### config.mk
export PLATFORM = sky130hd
export DESIGN_NAME = tmr_top
export DESIGN_NICKNAME = d
export VERILOG_FILES = /design/src/design/tmr_pkg.sv /design/src/design/tmr_chan.sv /design/src/design/tmr_top.sv
export SDC_FILE = /design/constraint.sdc
export NUM_CORES = 1
export LEC_CHECK = 0
export BUFFER_PORTS_ARGS = -buffer_cell sky130_fd_sc_hd__buf_2
export CAP_MARGIN = 5
export CORE_MARGIN = 2
export CORE_UTILIZATION = 52
export CTS_CLUSTER_DIAMETER = 40
export CTS_CLUSTER_SIZE = 16
export DETAILED_ROUTE_END_ITERATION = 6
export PLACE_DENSITY_LB_ADDON = 0.1
export SYNTH_ARGS = -nofsm -noshare
export SYNTH_HDL_FRONTEND = slang
export SYNTH_SLANG_ARGS = --single-unit
### constraint.sdc
create_clock -name clk_i -period 4.6 [get_ports clk_i]
set_clock_uncertainty 0.2 [all_clocks]
set_input_delay 0.46 -clock clk_i [delete_from_list [all_inputs] [get_ports clk_i]]
set_output_delay 0.46 -clock clk_i [all_outputs]
set_load 0.02 [all_outputs]
### src/design/tmr_pkg.sv
// package: register map, field positions, timing counts and carrier types of the timer block
package tmr_pkg;
    // number of timer instances
    localparam int NUM_TMR = 3;
    // per-timer register window
    localparam logic [7:0] TMR_STRIDE = 8'h10;
    localparam logic [7:0] OFS_CNT_LO = 8'h00;
    localparam logic [7:0] OFS_CNT_HI = 8'h04;
    localparam logic [7:0] OFS_CTRL   = 8'h08;
    localparam logic [7:0] OFS_GCTRL  = 8'h0c;
    // flag and enable registers: index 0 = register 2, 1 = register 3, 2 = register 5
    localparam int NUM_IREG = 3;
    localparam logic [7:0] FLAG_ADR [NUM_IREG] = '{8'h30, 8'h34, 8'h38};
    localparam logic [7:0] EN_ADR   [NUM_IREG] = '{8'h3c, 8'h40, 8'h44};
    localparam logic [7:0] IREG_MASK [NUM_IREG] = '{8'h03, 8'h80, 8'h8a};
    // placement of each timer's flags
    localparam int OVF_REG [NUM_TMR] = '{0, 2, 2};
    localparam int OVF_BIT [NUM_TMR] = '{1, 1, 3};
    localparam int GEV_REG [NUM_TMR] = '{0, 1, 2};
    localparam int GEV_BIT [NUM_TMR] = '{0, 7, 7};
    // control register fields
    localparam int CTRL_ON   = 0;
    localparam int CTRL_SIXTEEN_BIT_ACCESS = 1;
    localparam int CTRL_SYNC = 2;
    localparam int CTRL_CKPS = 4;
    localparam logic [7:0] CTRL_RST  = 8'h00;
    // gate control register fields
    localparam int GCTRL_GVAL = 2;
    localparam int GCTRL_GE   = 7;
    localparam logic [7:0] GCTRL_RST = 8'h00;
    // counter values
    localparam logic [15:0] CNT_MAX  = 16'hffff;
    localparam logic [15:0] CNT_ZERO = 16'h0000;
    // compare mode that raises the special event trigger
    localparam logic [3:0] MODE_SEVT = 4'hb;
    // system clocks per instruction cycle
    localparam int INSTR_DIV = 4;
    // compare module facing one timer
    typedef struct packed {
        logic [3:0]  mode;
        logic [15:0] value;
        logic        second;
    } tmr_cmp_type;
    // one-cycle events of one timer
    typedef struct packed {
        logic ovf;
        logic gate_evt;
        logic sevt;
    } tmr_evt_type;
endpackage : tmr_pkg

### src/design/tmr_chan.sv
// one 16-bit timer instance: count, prescaler, sixteen-bit access buffer and events
`timescale 1ns/1ps
module tmr_chan
    import tmr_pkg::*;
(
    // clock and reset
    input  wire logic        clk_i,
    input  wire logic        rst_i,
    // timing and configuration
    input  wire logic        tick_i,
    input  wire logic [7:0]  ctrl_i,
    input  wire logic        gate_en_i,
    input  wire logic        gate_level_i,
    input  wire tmr_cmp_type cmp_i,
    // register access
    input  wire logic        wr_lo_i,
    input  wire logic        wr_hi_i,
    input  wire logic        rd_lo_i,
    input  wire logic [7:0]  wdata_i,
    // state and events
    output logic [7:0]       cnt_lo_o,
    output logic [7:0]       cnt_hi_o,
    output tmr_evt_type      evt_o
);
    logic [15:0] count_r;
    logic [7:0]  hi_buf_r;
    logic [2:0]  pre_r;
    logic        gate_d_r;
    logic [2:0]  pre_max;
    logic        sixteen_bit_access;
    logic        cnt_en;
    logic        step;
    logic        sevt;
    logic        load;
    logic [15:0] load_val;

    assign sixteen_bit_access    = ctrl_i[CTRL_SIXTEEN_BIT_ACCESS];
    assign pre_max = 3'((4'h1 << ctrl_i[CTRL_CKPS +: 2]) - 4'h1);
    assign cnt_en  = tick_i & ctrl_i[CTRL_ON] & (~gate_en_i | gate_level_i);
    assign step    = cnt_en & (pre_r == pre_max);
    // compare value acts as period: match on the step that would leave it
    assign sevt    = (cmp_i.mode == MODE_SEVT) & (count_r == cmp_i.value) & step; // RULE_08 RULE_11
    assign load    = wr_lo_i | (wr_hi_i & ~sixteen_bit_access);
    assign load_val = wr_lo_i ? {(sixteen_bit_access ? hi_buf_r : count_r[15:8]), wdata_i} // RULE_15
                              : {wdata_i, count_r[7:0]};

    // prescaler, cleared by a low byte write
    always_ff @(posedge clk_i or posedge rst_i) begin
        if (rst_i) begin
            pre_r <= 3'h0;
        end else if (wr_lo_i) begin
            pre_r <= 3'h0;
        end else if (cnt_en) begin
            pre_r <= (pre_r == pre_max) ? 3'h0 : pre_r + 3'h1;
        end
    end

    // count: write beats trigger, trigger beats increment
    always_ff @(posedge clk_i or posedge rst_i) begin
        if (rst_i) begin
            count_r <= CNT_ZERO;
        end else if (load) begin
            count_r <= load_val; // RULE_12
        end else if (sevt) begin
            count_r <= CNT_ZERO; // RULE_08
        end else if (step) begin
            count_r <= count_r + 16'h0001; // RULE_04
        end
    end

    // high byte buffer for sixteen-bit access
    always_ff @(posedge clk_i or posedge rst_i) begin
        if (rst_i) begin
            hi_buf_r <= 8'h00;
        end else if (rd_lo_i & sixteen_bit_access) begin
            hi_buf_r <= count_r[15:8]; // RULE_15
        end else if (wr_hi_i & sixteen_bit_access) begin
            hi_buf_r <= wdata_i; // RULE_15
        end
    end

    // gate level history, independent of gate count enable
    always_ff @(posedge clk_i or posedge rst_i) begin
        if (rst_i) begin
            gate_d_r <= 1'h0;
        end else begin
            gate_d_r <= gate_level_i; // RULE_03
        end
    end

    assign cnt_lo_o       = count_r[7:0];
    assign cnt_hi_o       = sixteen_bit_access ? hi_buf_r : count_r[15:8];
    // trigger reset never raises the overflow event
    assign evt_o.ovf      = step & (count_r == CNT_MAX) & ~load & ~sevt; // RULE_05 RULE_13
    assign evt_o.gate_evt = gate_d_r & ~gate_level_i; // RULE_01 RULE_03
    assign evt_o.sevt     = sevt & ~load;
endmodule : tmr_chan

### src/design/tmr_top.sv
// three 16-bit timers with gate event and overflow flags behind a classic Wishbone slave
// How it works
// RULE_01: a high-to-low change of a timer's gate level sets that timer's gate event flag.
// RULE_02: a gate event flag asks for an interrupt only while its enable bit is also set.
// RULE_03: gate event flags keep working while gate count enable is off.
// RULE_04: each 16-bit count climbs from zero to all ones and then wraps to zero.
// RULE_05: every wrap latches the overflow flag, which interrupts only when its enable is set.
// RULE_06: overflow flags sit at bit 1 of flag register 2 and bits 1 and 3 of flag register 5.
// RULE_07: overflow enables sit at bit 1 of enable register 2 and bits 1 and 3 of enable register 5.
// RULE_08: a special event trigger from a compare module in mode 1011 clears the count.
// RULE_09: a trigger from the second compare module also starts a conversion when the converter is on.
// RULE_10: software uses timer or synchronous counter mode when it relies on the trigger reset.
// RULE_11: with the trigger reset in use the compare value is the period of the count.
// RULE_12: a count write in the same cycle as a trigger keeps the written value.
// RULE_13: a trigger reset clears the count and never sets the overflow flag.
// RULE_14: the gate level status bit always shows the live gate level.
// RULE_15: with sixteen-bit access, a low byte read fills the high buffer and a low write loads it.
// RULE_16: flags stay set until software clears them, and a new event beats a clear.
// RULE_17: each timer drives its own flags and trigger input and shares only the flag registers; the code also shares the enable registers.
`timescale 1ns/1ps
module tmr_top
    import tmr_pkg::*;
#(
    parameter int N = NUM_TMR
) (
    // clock and reset
    input  wire logic                  clk_i,
    input  wire logic                  rst_i,
    // wishbone slave
    input  wire logic                  wb_cyc_i,
    input  wire logic                  wb_stb_i,
    input  wire logic                  wb_we_i,
    input  wire logic [7:0]            wb_adr_i,
    input  wire logic [3:0]            wb_sel_i,
    input  wire logic [31:0]           wb_dat_i,
    output logic [31:0]                wb_dat_o,
    output logic                       wb_ack_o,
    // gate logic side
    input  wire logic [N-1:0]          gate_level_i,
    output logic [N-1:0][7:0]          gate_ctrl_o,
    // compare modules and converter
    input  wire tmr_cmp_type [N-1:0]   cmp_i,
    input  wire logic                  adc_en_i,
    output logic                       adc_start_o,
    // interrupt
    output logic                       irq_o
);
    logic                  ack_r;
    logic [31:0]           dat_r;
    logic [1:0]            div_r;
    logic                  tick;
    logic                  acc;
    logic                  wr;
    logic                  rd;
    logic [N-1:0]          wr_lo;
    logic [N-1:0]          wr_hi;
    logic [N-1:0]          rd_lo;
    logic [N-1:0][7:0]     ctrl_r;
    logic [N-1:0][7:0]     gctrl_r;
    logic [N-1:0][7:0]     cnt_lo;
    logic [N-1:0][7:0]     cnt_hi;
    tmr_evt_type [N-1:0]   evt;
    logic [NUM_IREG-1:0][7:0] flag_r;
    logic [NUM_IREG-1:0][7:0] en_r;
    logic [NUM_IREG-1:0][7:0] flag_set;
    logic [NUM_IREG-1:0][7:0] flag_clr;
    logic [7:0]            rd_mux;
    logic                  adc_start_r;
    logic                  sevt_second;

    // bus strobes: one access per request, taken the cycle before ack
    assign acc = wb_cyc_i & wb_stb_i & ~ack_r;
    assign wr  = acc & wb_we_i & wb_sel_i[0];
    assign rd  = acc & ~wb_we_i;

    always_ff @(posedge clk_i or posedge rst_i) begin
        if (rst_i) begin
            ack_r <= 1'h0;
        end else begin
            ack_r <= acc;
        end
    end

    always_ff @(posedge clk_i or posedge rst_i) begin
        if (rst_i) begin
            dat_r <= 32'h0000_0000;
        end else if (acc) begin
            dat_r <= {24'h00_0000, rd_mux};
        end
    end

    assign wb_ack_o = ack_r;
    assign wb_dat_o = dat_r;

    // instruction cycle enable
    always_ff @(posedge clk_i or posedge rst_i) begin
        if (rst_i) begin
            div_r <= 2'h0;
        end else begin
            div_r <= (div_r == 2'(INSTR_DIV - 1)) ? 2'h0 : div_r + 2'h1;
        end
    end

    assign tick = (div_r == 2'(INSTR_DIV - 1));

    // timer instances, each with its own state
    for (genvar i = 0; i < N; i++) begin : g_tmr
        localparam logic [7:0] BASE = 8'(i * TMR_STRIDE);

        assign wr_lo[i] = wr & (wb_adr_i == BASE + OFS_CNT_LO);
        assign wr_hi[i] = wr & (wb_adr_i == BASE + OFS_CNT_HI);
        assign rd_lo[i] = rd & (wb_adr_i == BASE + OFS_CNT_LO);

        always_ff @(posedge clk_i or posedge rst_i) begin
            if (rst_i) begin
                ctrl_r[i] <= CTRL_RST;
            end else if (wr & (wb_adr_i == BASE + OFS_CTRL)) begin
                ctrl_r[i] <= wb_dat_i[7:0];
            end
        end

        always_ff @(posedge clk_i or posedge rst_i) begin
            if (rst_i) begin
                gctrl_r[i] <= GCTRL_RST;
            end else if (wr & (wb_adr_i == BASE + OFS_GCTRL)) begin
                gctrl_r[i] <= wb_dat_i[7:0];
            end
        end

        assign gate_ctrl_o[i] = gctrl_r[i];

        tmr_chan u_chan (
            .clk_i        (clk_i),
            .rst_i        (rst_i),
            .tick_i       (tick),
            .ctrl_i       (ctrl_r[i]),
            .gate_en_i    (gctrl_r[i][GCTRL_GE]),
            .gate_level_i (gate_level_i[i]),
            .cmp_i        (cmp_i[i]), // RULE_17
            .wr_lo_i      (wr_lo[i]),
            .wr_hi_i      (wr_hi[i]),
            .rd_lo_i      (rd_lo[i]),
            .wdata_i      (wb_dat_i[7:0]),
            .cnt_lo_o     (cnt_lo[i]),
            .cnt_hi_o     (cnt_hi[i]),
            .evt_o        (evt[i])
        );
    end

    // read data
    always_comb begin
        rd_mux = 8'h00;
        for (int i = 0; i < N; i++) begin
            if (wb_adr_i == 8'(i * TMR_STRIDE) + OFS_CNT_LO) begin
                rd_mux = cnt_lo[i];
            end
            if (wb_adr_i == 8'(i * TMR_STRIDE) + OFS_CNT_HI) begin
                rd_mux = cnt_hi[i];
            end
            if (wb_adr_i == 8'(i * TMR_STRIDE) + OFS_CTRL) begin
                rd_mux = ctrl_r[i];
            end
            if (wb_adr_i == 8'(i * TMR_STRIDE) + OFS_GCTRL) begin
                rd_mux = gctrl_r[i];
                rd_mux[GCTRL_GVAL] = gate_level_i[i]; // RULE_14
            end
        end
        for (int k = 0; k < NUM_IREG; k++) begin
            if (wb_adr_i == FLAG_ADR[k]) begin
                rd_mux = flag_r[k];
            end
            if (wb_adr_i == EN_ADR[k]) begin
                rd_mux = en_r[k];
            end
        end
    end

    // route each timer's events to its own flag bits
    always_comb begin
        flag_set = '0;
        for (int i = 0; i < N; i++) begin
            flag_set[OVF_REG[i]][OVF_BIT[i]] = evt[i].ovf; // RULE_05 RULE_06
            flag_set[GEV_REG[i]][GEV_BIT[i]] = evt[i].gate_evt; // RULE_01
        end
    end

    // flags: sticky, cleared by writing one, set wins over clear
    for (genvar k = 0; k < NUM_IREG; k++) begin : g_ireg
        assign flag_clr[k] = (wr & (wb_adr_i == FLAG_ADR[k])) ? wb_dat_i[7:0] : 8'h00;

        always_ff @(posedge clk_i or posedge rst_i) begin
            if (rst_i) begin
                flag_r[k] <= 8'h00;
            end else begin
                flag_r[k] <= ((flag_r[k] & ~flag_clr[k]) | flag_set[k]) & IREG_MASK[k]; // RULE_16
            end
        end

        always_ff @(posedge clk_i or posedge rst_i) begin
            if (rst_i) begin
                en_r[k] <= 8'h00;
            end else if (wr & (wb_adr_i == EN_ADR[k])) begin
                en_r[k] <= wb_dat_i[7:0] & IREG_MASK[k]; // RULE_07
            end
        end
    end

    assign irq_o = |(flag_r & en_r); // RULE_02 RULE_05

    // conversion start from the second compare module
    always_comb begin
        sevt_second = 1'h0;
        for (int i = 0; i < N; i++) begin
            sevt_second = sevt_second | (evt[i].sevt & cmp_i[i].second);
        end
    end

    always_ff @(posedge clk_i or posedge rst_i) begin
        if (rst_i) begin
            adc_start_r <= 1'h0;
        end else begin
            adc_start_r <= sevt_second & adc_en_i; // RULE_09
        end
    end

    assign adc_start_o = adc_start_r;
endmodule : tmr_top

# ---- Word-level counts from Yosys, hierarchy flattened
# Index checks and enable logic that the tools add are counted.
# W data, S select, Z words.
dict set report totals {
  output_inout_bits 59
  ff_bits 156
  elab_cells 247
  inputBits 116
}
dict set report op_classes {
  bitwise_logic 104
  mux 52
  shift 3
  add_sub_neg 10
  n_eq_ne 33
  n_reduce_logical 14
}
# op n
set op_table {}
lappend op_table {{$mux W8} 29}
lappend op_table {{$mux W16} 12}
lappend op_table {{$and A1 B1 Y1} 69}
lappend op_table {{$eq A8 B6 Y1 const B} 8}
lappend op_table {{$add A16 B1 Y16 const B} 3}
lappend op_table {{$eq A16 B16 Y1} 3}
lappend op_table {{$eq A16 B16 Y1 const B} 3}
lappend op_table {{$eq A8 B5 Y1 const B} 4}
lappend op_table {{$mux W3} 9}
lappend op_table {{$and A24 B24 Y24} 1}
lappend op_table {{$reduce_or A24 Y1} 1}
lappend op_table {{$not A1 Y1} 17}
lappend op_table {{$and A8 B8 Y8} 2}
lappend op_table {{$eq A8 B4 Y1 const B} 2}
lappend op_table {{$eq A8 B7 Y1 const B} 2}
lappend op_table {{$not A8 Y8} 2}
lappend op_table {{$or A8 B8 Y8} 2}
lappend op_table {{$eq A4 B4 Y1 const B} 3}
lappend op_table {{$reduce_bool A2 Y1} 6}
lappend op_table {{$add A3 B1 Y3 const B} 3}
lappend op_table {{$eq A3 B3 Y1} 3}
lappend op_table {{$reduce_bool A3 Y1} 3}
lappend op_table {{$shl A1 B2 Y3 const A} 3}
lappend op_table {{$sub A3 B1 Y3 const B} 3}
lappend op_table {{other kinds (11)} 23}

# ---- Depth between registers and ports, before layout
dict set report depth {
  word_depth 19
  mapped_depth 9
  depth_no_buf 7
}

# ---- Modules after synthesis
# Synthesis repeated with hierarchy kept, for this count alone.
dict set report hier_totals {
  cells_unflattened 1261
  area_unflattened_um2 11120.7
}
# module cells_each area_per_inst_um2 seq_area_each_um2 instances
set modules_own_cells {}
lappend modules_own_cells {tmr_top 427 4511.8 1801.7 1}
lappend modules_own_cells {{tmr_chan at g_tmr[1].u_chan ...} 282 2214.6 700.7 2}
lappend modules_own_cells {{tmr_chan at g_tmr[0].u_chan} 270 2179.6 700.7 1}

# ---- Worst setup path after synthesis
# OpenSTA, ideal clock, no wires.
dict set report synth_path {
  kind {input -> register}
  from {input wb_adr_i[6]}
  to {register g_tmr[0].u_chan.count_r[14]}
  slack_ps 1914
  required_time_ps 4269
  cell_stages 9
  arrival_ps 2355
  n_path_buf 3
  path_cell_list {buf_6 -> or4_4 -> buf_6 -> nor4_4 -> nor2_2 -> o31ai_2 -> buf_6 -> nor3_2 -> or3_1}
}
dict set report synth_via {
  elab_chain_len 5
}
# element line_no
set synth_rtl {}
lappend synth_rtl {{from (decl)} tmr_top.sv:33} ;# input wire logic [7:0] wb_adr_i,
lappend synth_rtl {{$eq A8 B3 Y1} tmr_top.sv:111} ;# assign wr_hi[i] = wr & (wb_adr_i == BASE + OFS_CNT_HI);
lappend synth_rtl {{$and A1 B1 Y1} tmr_top.sv:111}
lappend synth_rtl {{$and A1 B1 Y1} tmr_chan.sv:43} ;# assign load = wr_lo_i | (wr_hi_i & ~sixteen_bit_access);
lappend synth_rtl {{$or A1 B1 Y1} tmr_chan.sv:43}
lappend synth_rtl {{$reduce_bool A3 Y1 (no source line) or $mux W16 (tied branches)} --}
lappend synth_rtl {{to (signal assigned)} tmr_chan.sv:63} ;# count_r <= load_val;
lappend synth_rtl {{to (signal assigned)} tmr_chan.sv:67} ;# count_r <= count_r + 16'h0001;
lappend synth_rtl {{to (decl)} tmr_chan.sv:25} ;# logic [15:0] count_r;
# Several ways; a longest one is shown, not always the timed one. The select of a mux whose other input is x is not followed.
# A chain may end at the register's enable or synchronous reset.

# ---- Worst setup path in the final report
dict set report layout_path {
  from {register ack_r, in the netlist wb_ack_o}
  to {register g_tmr[2].u_chan.count_r[13]}
}
dict set report layout_via {
  elab_chain_len 8
}
# element line_no
set layout_rtl {}
lappend layout_rtl {{from (decl)} tmr_top.sv:48} ;# logic ack_r;
lappend layout_rtl {{from (signal assigned)} tmr_top.sv:78} ;# ack_r <= 1'h0;
lappend layout_rtl {{from (signal assigned)} tmr_top.sv:80} ;# ack_r <= acc;
lappend layout_rtl {{$not A1 Y1 (*)} tmr_top.sv:72} ;# assign acc = wb_cyc_i & wb_stb_i & ~ack_r;
lappend layout_rtl {{$and A1 B1 Y1 (*)} tmr_top.sv:72}
lappend layout_rtl {{via acc} tmr_top.sv:52} ;# logic acc;
lappend layout_rtl {{$and A1 B1 Y1 (*) (2 in series)} tmr_top.sv:73} ;# assign wr = acc & wb_we_i & wb_sel_i[0];
lappend layout_rtl {{$and A1 B1 Y1} tmr_top.sv:111}
lappend layout_rtl {{$and A1 B1 Y1} tmr_chan.sv:43}
lappend layout_rtl {{$or A1 B1 Y1} tmr_chan.sv:43}
lappend layout_rtl {{$reduce_bool A3 Y1 (no source line) or $mux W16 (tied branches)} --}
lappend layout_rtl {{to (signal assigned)} tmr_chan.sv:63}
lappend layout_rtl {{to (signal assigned)} tmr_chan.sv:67}
lappend layout_rtl {{to (decl)} tmr_chan.sv:25}
# Mark *: on every way through the listed nets, which the timed path passes. The rest lies on a longest branch. The select of a mux whose other input is x is not followed.

==> impl_results.md <==
- Outcome: completed
- Sequential-to-total area share from yosys stat: 36.64%
- WL/cell: 23.55 um
- Synth Flop Type: dfrtp_1
- Seq pwr share: 44.8%
- Clock edge transition at the registers on the reported setup and hold paths: 0.07 ns
- Vias in the first global route: 9,350
- Placed instance area: 11,310 sq um
- Antenna violations before repair: 1
- Share of cells above drive strength 1: 21.60%
- Clk_lat worst skew: 0.44 ns
- Crit end category: register
- Fillers: 1,832
- Nets: 1,388
- Logic gate share of total power: 9.5%
- Hold Vio Cnt, Final: 0
- Post-synth top area share: 36.64%
- First-pass GRT wire length: 56,210 um
- Pins Over Slew Limit: 0
- WL final: 36,460 um
- Most common cell in the netlist: dfrtp_1
- Final Cell Area: 11,900 sq um
- H-tree levels: 4
- Power, Total: 0.003116 W
- Max-slew headroom: 22.82%
- Site Rows: 52
- Total core area: 20,170 sq um
- Vias/cell: 6.525
- Inserted Diodes: 0
- Largest net degree at the start of global routing: 157
- Utilization after layout: 59.01%
- Multi-input gate area: 6152 sq um
- Setup TNS: 0 ns
- Antenna Nets Post-Route: 0
- Final setup fails: 0
- Post-CTS setup buffer count: 0
- Grt ovf: 0
- Pint: 0.002238 W
- RD Place Congestion: 1.001
- Pwr/cell area: 261.8 nW/um^2
- Crit path launch type: register
- Switching share of power: 28.18%
- Top cells by area, synth: dfrtp_1 (37%), mux2_2 (6.7%), nand2_1 (4.1%), o21ai_0 (3.8%), mux2i_1 (3.6%)
- Post-Synthesis Cells: 1,187
- Fraction of registers with async set/reset: 100.0%
- Die width: 147.1 um
- Worst-Margin Slew: 1.151 ns
- CTS Buf Count: 17
- Dpl hpwl: 25,660 um
- Leak pwr: 5.309 nW
- Critical path arrival: 3.46 ns
- IO Pins: 175
- Clock Sinks: 156
- Required @ worst endpoint: 4.72 ns
- Critical path class: reg -> reg
- Crit Path Max Fanout: 13
- Hold Crit Class: in -> reg
- Area growth syn-to-layout: 11.70%
- Crit path largest cell delay: 0.60 ns
- Post-synthesis register bit count: 156
- Remaining DRCs: 0
- Bufs on Longest Clock Path: 2
- Max Fclk: 299.4 MHz
- Largest area contributor in the netlist: dfrtp_1
- Peak VDD IR: 235.2 uV
- Max_cap viols: 0
- RSZ-0062 raised after global routing: false
- Clock Power Share: 45.8%
- I/O Buffers: 123
- Post-CTS sizing: 0
- Synth unique cells: 85
- Period utilisation layout: 72.62%
- CTS tree: done
- Die area: 21,650 sq um
- CP Cell Sequence: nand3b_1 -> inv_1 -> nand2_1 -> a211oi_1 -> a41o_1 -> nor2_1 -> a221o_1
- CTS root buffer: clkbuf_16
- Via count of the routed design: 10,100
- EDFF count, synth: 0
- Min Tclk post-route: 3.340 ns
- GRT Total Usage: 33.83%
- Mean Syn Cell Area: 8.977 sq um
- Initial drt markers: 1,002
- Critical Path Slowest Stage Cell: a211oi_1
- Commonest cells post-synth: dfrtp_1 (156), nand2_1 (115), nor2_1 (87)
- Synthesis Warnings: 0
- DR pass1 iterations: 5
- Initial Utilization: 52.83%
- Seq. cell area: 3904 sq um
- Mapped cell area: 10,660 sq um
- Die Y: 147.1 um
- NetSw: 0.0008779 W
==> cell type report <==
type / instances / share of cell area (%)
multi-input cells: 911 / 51.69
flip-flops and latches: 156 / 32.80
repair buffers: 146 / 6.749
clock buffers: 18 / 3.606
well taps: 270 / 2.839
clock inverters: 14 / 1.241
inverters: 33 / 1.072
==> critical path: cells and delay by family (launching register included) <==
family	cells	cell delay (ns)
AOI/OAI and AO/OA	3	1.42
buffers and inverters	1	0.42
DFF	1	0.37
and+or+nand+nor	3	0.80
==> cells in the final DEF, fill, tap and decap left out, types with 8 or more instances in the layout <==
cell and count:
a222oi_1 10, and3_1 17, mux2i_1 38, xnor2_1 17, o22ai_1 14, conb_1 24
a22oi_1 31, a31oi_1 10, or4_1 12, o2bb2ai_1 9, a22o_1 9, xor2_1 34
nor3_2 8, a21o_1 9, o211ai_1 19, nor2_1 87, clkbuf_16 17, a21oi_1 60
buf_4 21, inv_1 31, and2_1 8, or3_1 11, mux2_2 63, nand2_1 115
nand3_1 36, dfrtp_1 156, nor4_1 17, o21ai_0 80, a221o_1 10, nor3_1 23
nand4_1 16, buf_2 123
==> kinds of logic (layout without fill, tap and decap cells) <==
family	Yosys count	in the layout	share of synthesized area, %
and+or+nand+nor	406	406	20.50
AOI/OAI and AO/OA	319	319	20.51
buffers and inverters	143	211	6.435
xor gates and xnor gates	51	51	4.192
adders and majority gates	7	7	0.8219
other	1	24	0.03519
muxes	104	104	10.86
DFF	156	156	36.64
==> power groups by stage <==
stage	sequential [W]	combinational [W]	clock [W]
after floorplan	0.00142	0.000184	0
after global placement	0.00142	0.000287	0
after detailed placement	0.00142	0.000288	0
after CTS	0.00139	0.000290	0.00144
after global routing	0.00140	0.000314	0.00150
final	0.00139	0.000295	0.00143
==> state kept, by name (all words and copies together), names as in the netlist <==
name	count
flag_r	6
g_tmr.u_chan.count_r	48
gate_ctrl_o	24
g_tmr.u_chan.pre_r	9
div_r	2
g_tmr.u_chan.hi_buf_r	24
adc_start_o	1
wb_dat_o	8
ctrl_r	24
g_tmr.u_chan.gate_d_r	3
wb_ack_o	1
en_r	6
==> final timing paths <==
| check | startpoint | to | slack [ns] | depth (start not counted) |
|---|---|---|---|---|
| setup / recovery | wb_ack_o | g_tmr[2].u_chan.count_r[13] | 1.26 | 7 |
| hold / removal | gate_level_i[2] | g_tmr[2].u_chan.gate_d_r | 0.01 | 1 |
| setup reg to reg | wb_ack_o | g_tmr[2].u_chan.count_r[13] | 1.26 | 7 |
| hold reg to reg | div_r[0] | div_r[0] | 0.24 | 1 |
| max in group asynchronous | rst_i | g_tmr[1].u_chan.count_r[5] | 3.44 | 3 |
| min in group asynchronous | rst_i | g_tmr[0].u_chan.count_r[13] | 0.06 | 3 |
==> metrics by stage <==
| stage | instances | setup slack (ns) | hold slack [ns] |
|---|---|---|---|
| floorplan | 1210 | 1.914 | 0.2099 |
| global placement | 1515 | 1.011 | 0.2182 |
| detailed placement | 1515 | 0.9679 | 0.2264 |
| CTS | 1548 | 1.229 | 0.004236 |
| global route | 1548 | 1.036 | 0.0001572 |
| finish | 1548 | 1.260 | 0.009526 |
==> routing by layer <==
| layer | part of all wire [%] | global-route usage [%] | vias up |
|---|---|---|---|
| li1 | - | - | 4540 |
| met1 | 43 | 50.39 | 4943 |
| met2 | 44 | 50.44 | 550 |
| met3 | 10 | 5.870 | 66 |
| met4 | 2.7 | 10.24 | 2 |
| met5 | 0.036 | 0 | - |
==> what timing repair did <==
action	in CTS	in global routing
hold endpoints to repair	1	0
setup endpoints to repair	0	0
hold buffers	1	0
No activity file was read; power rests on OpenSTA's default activity.
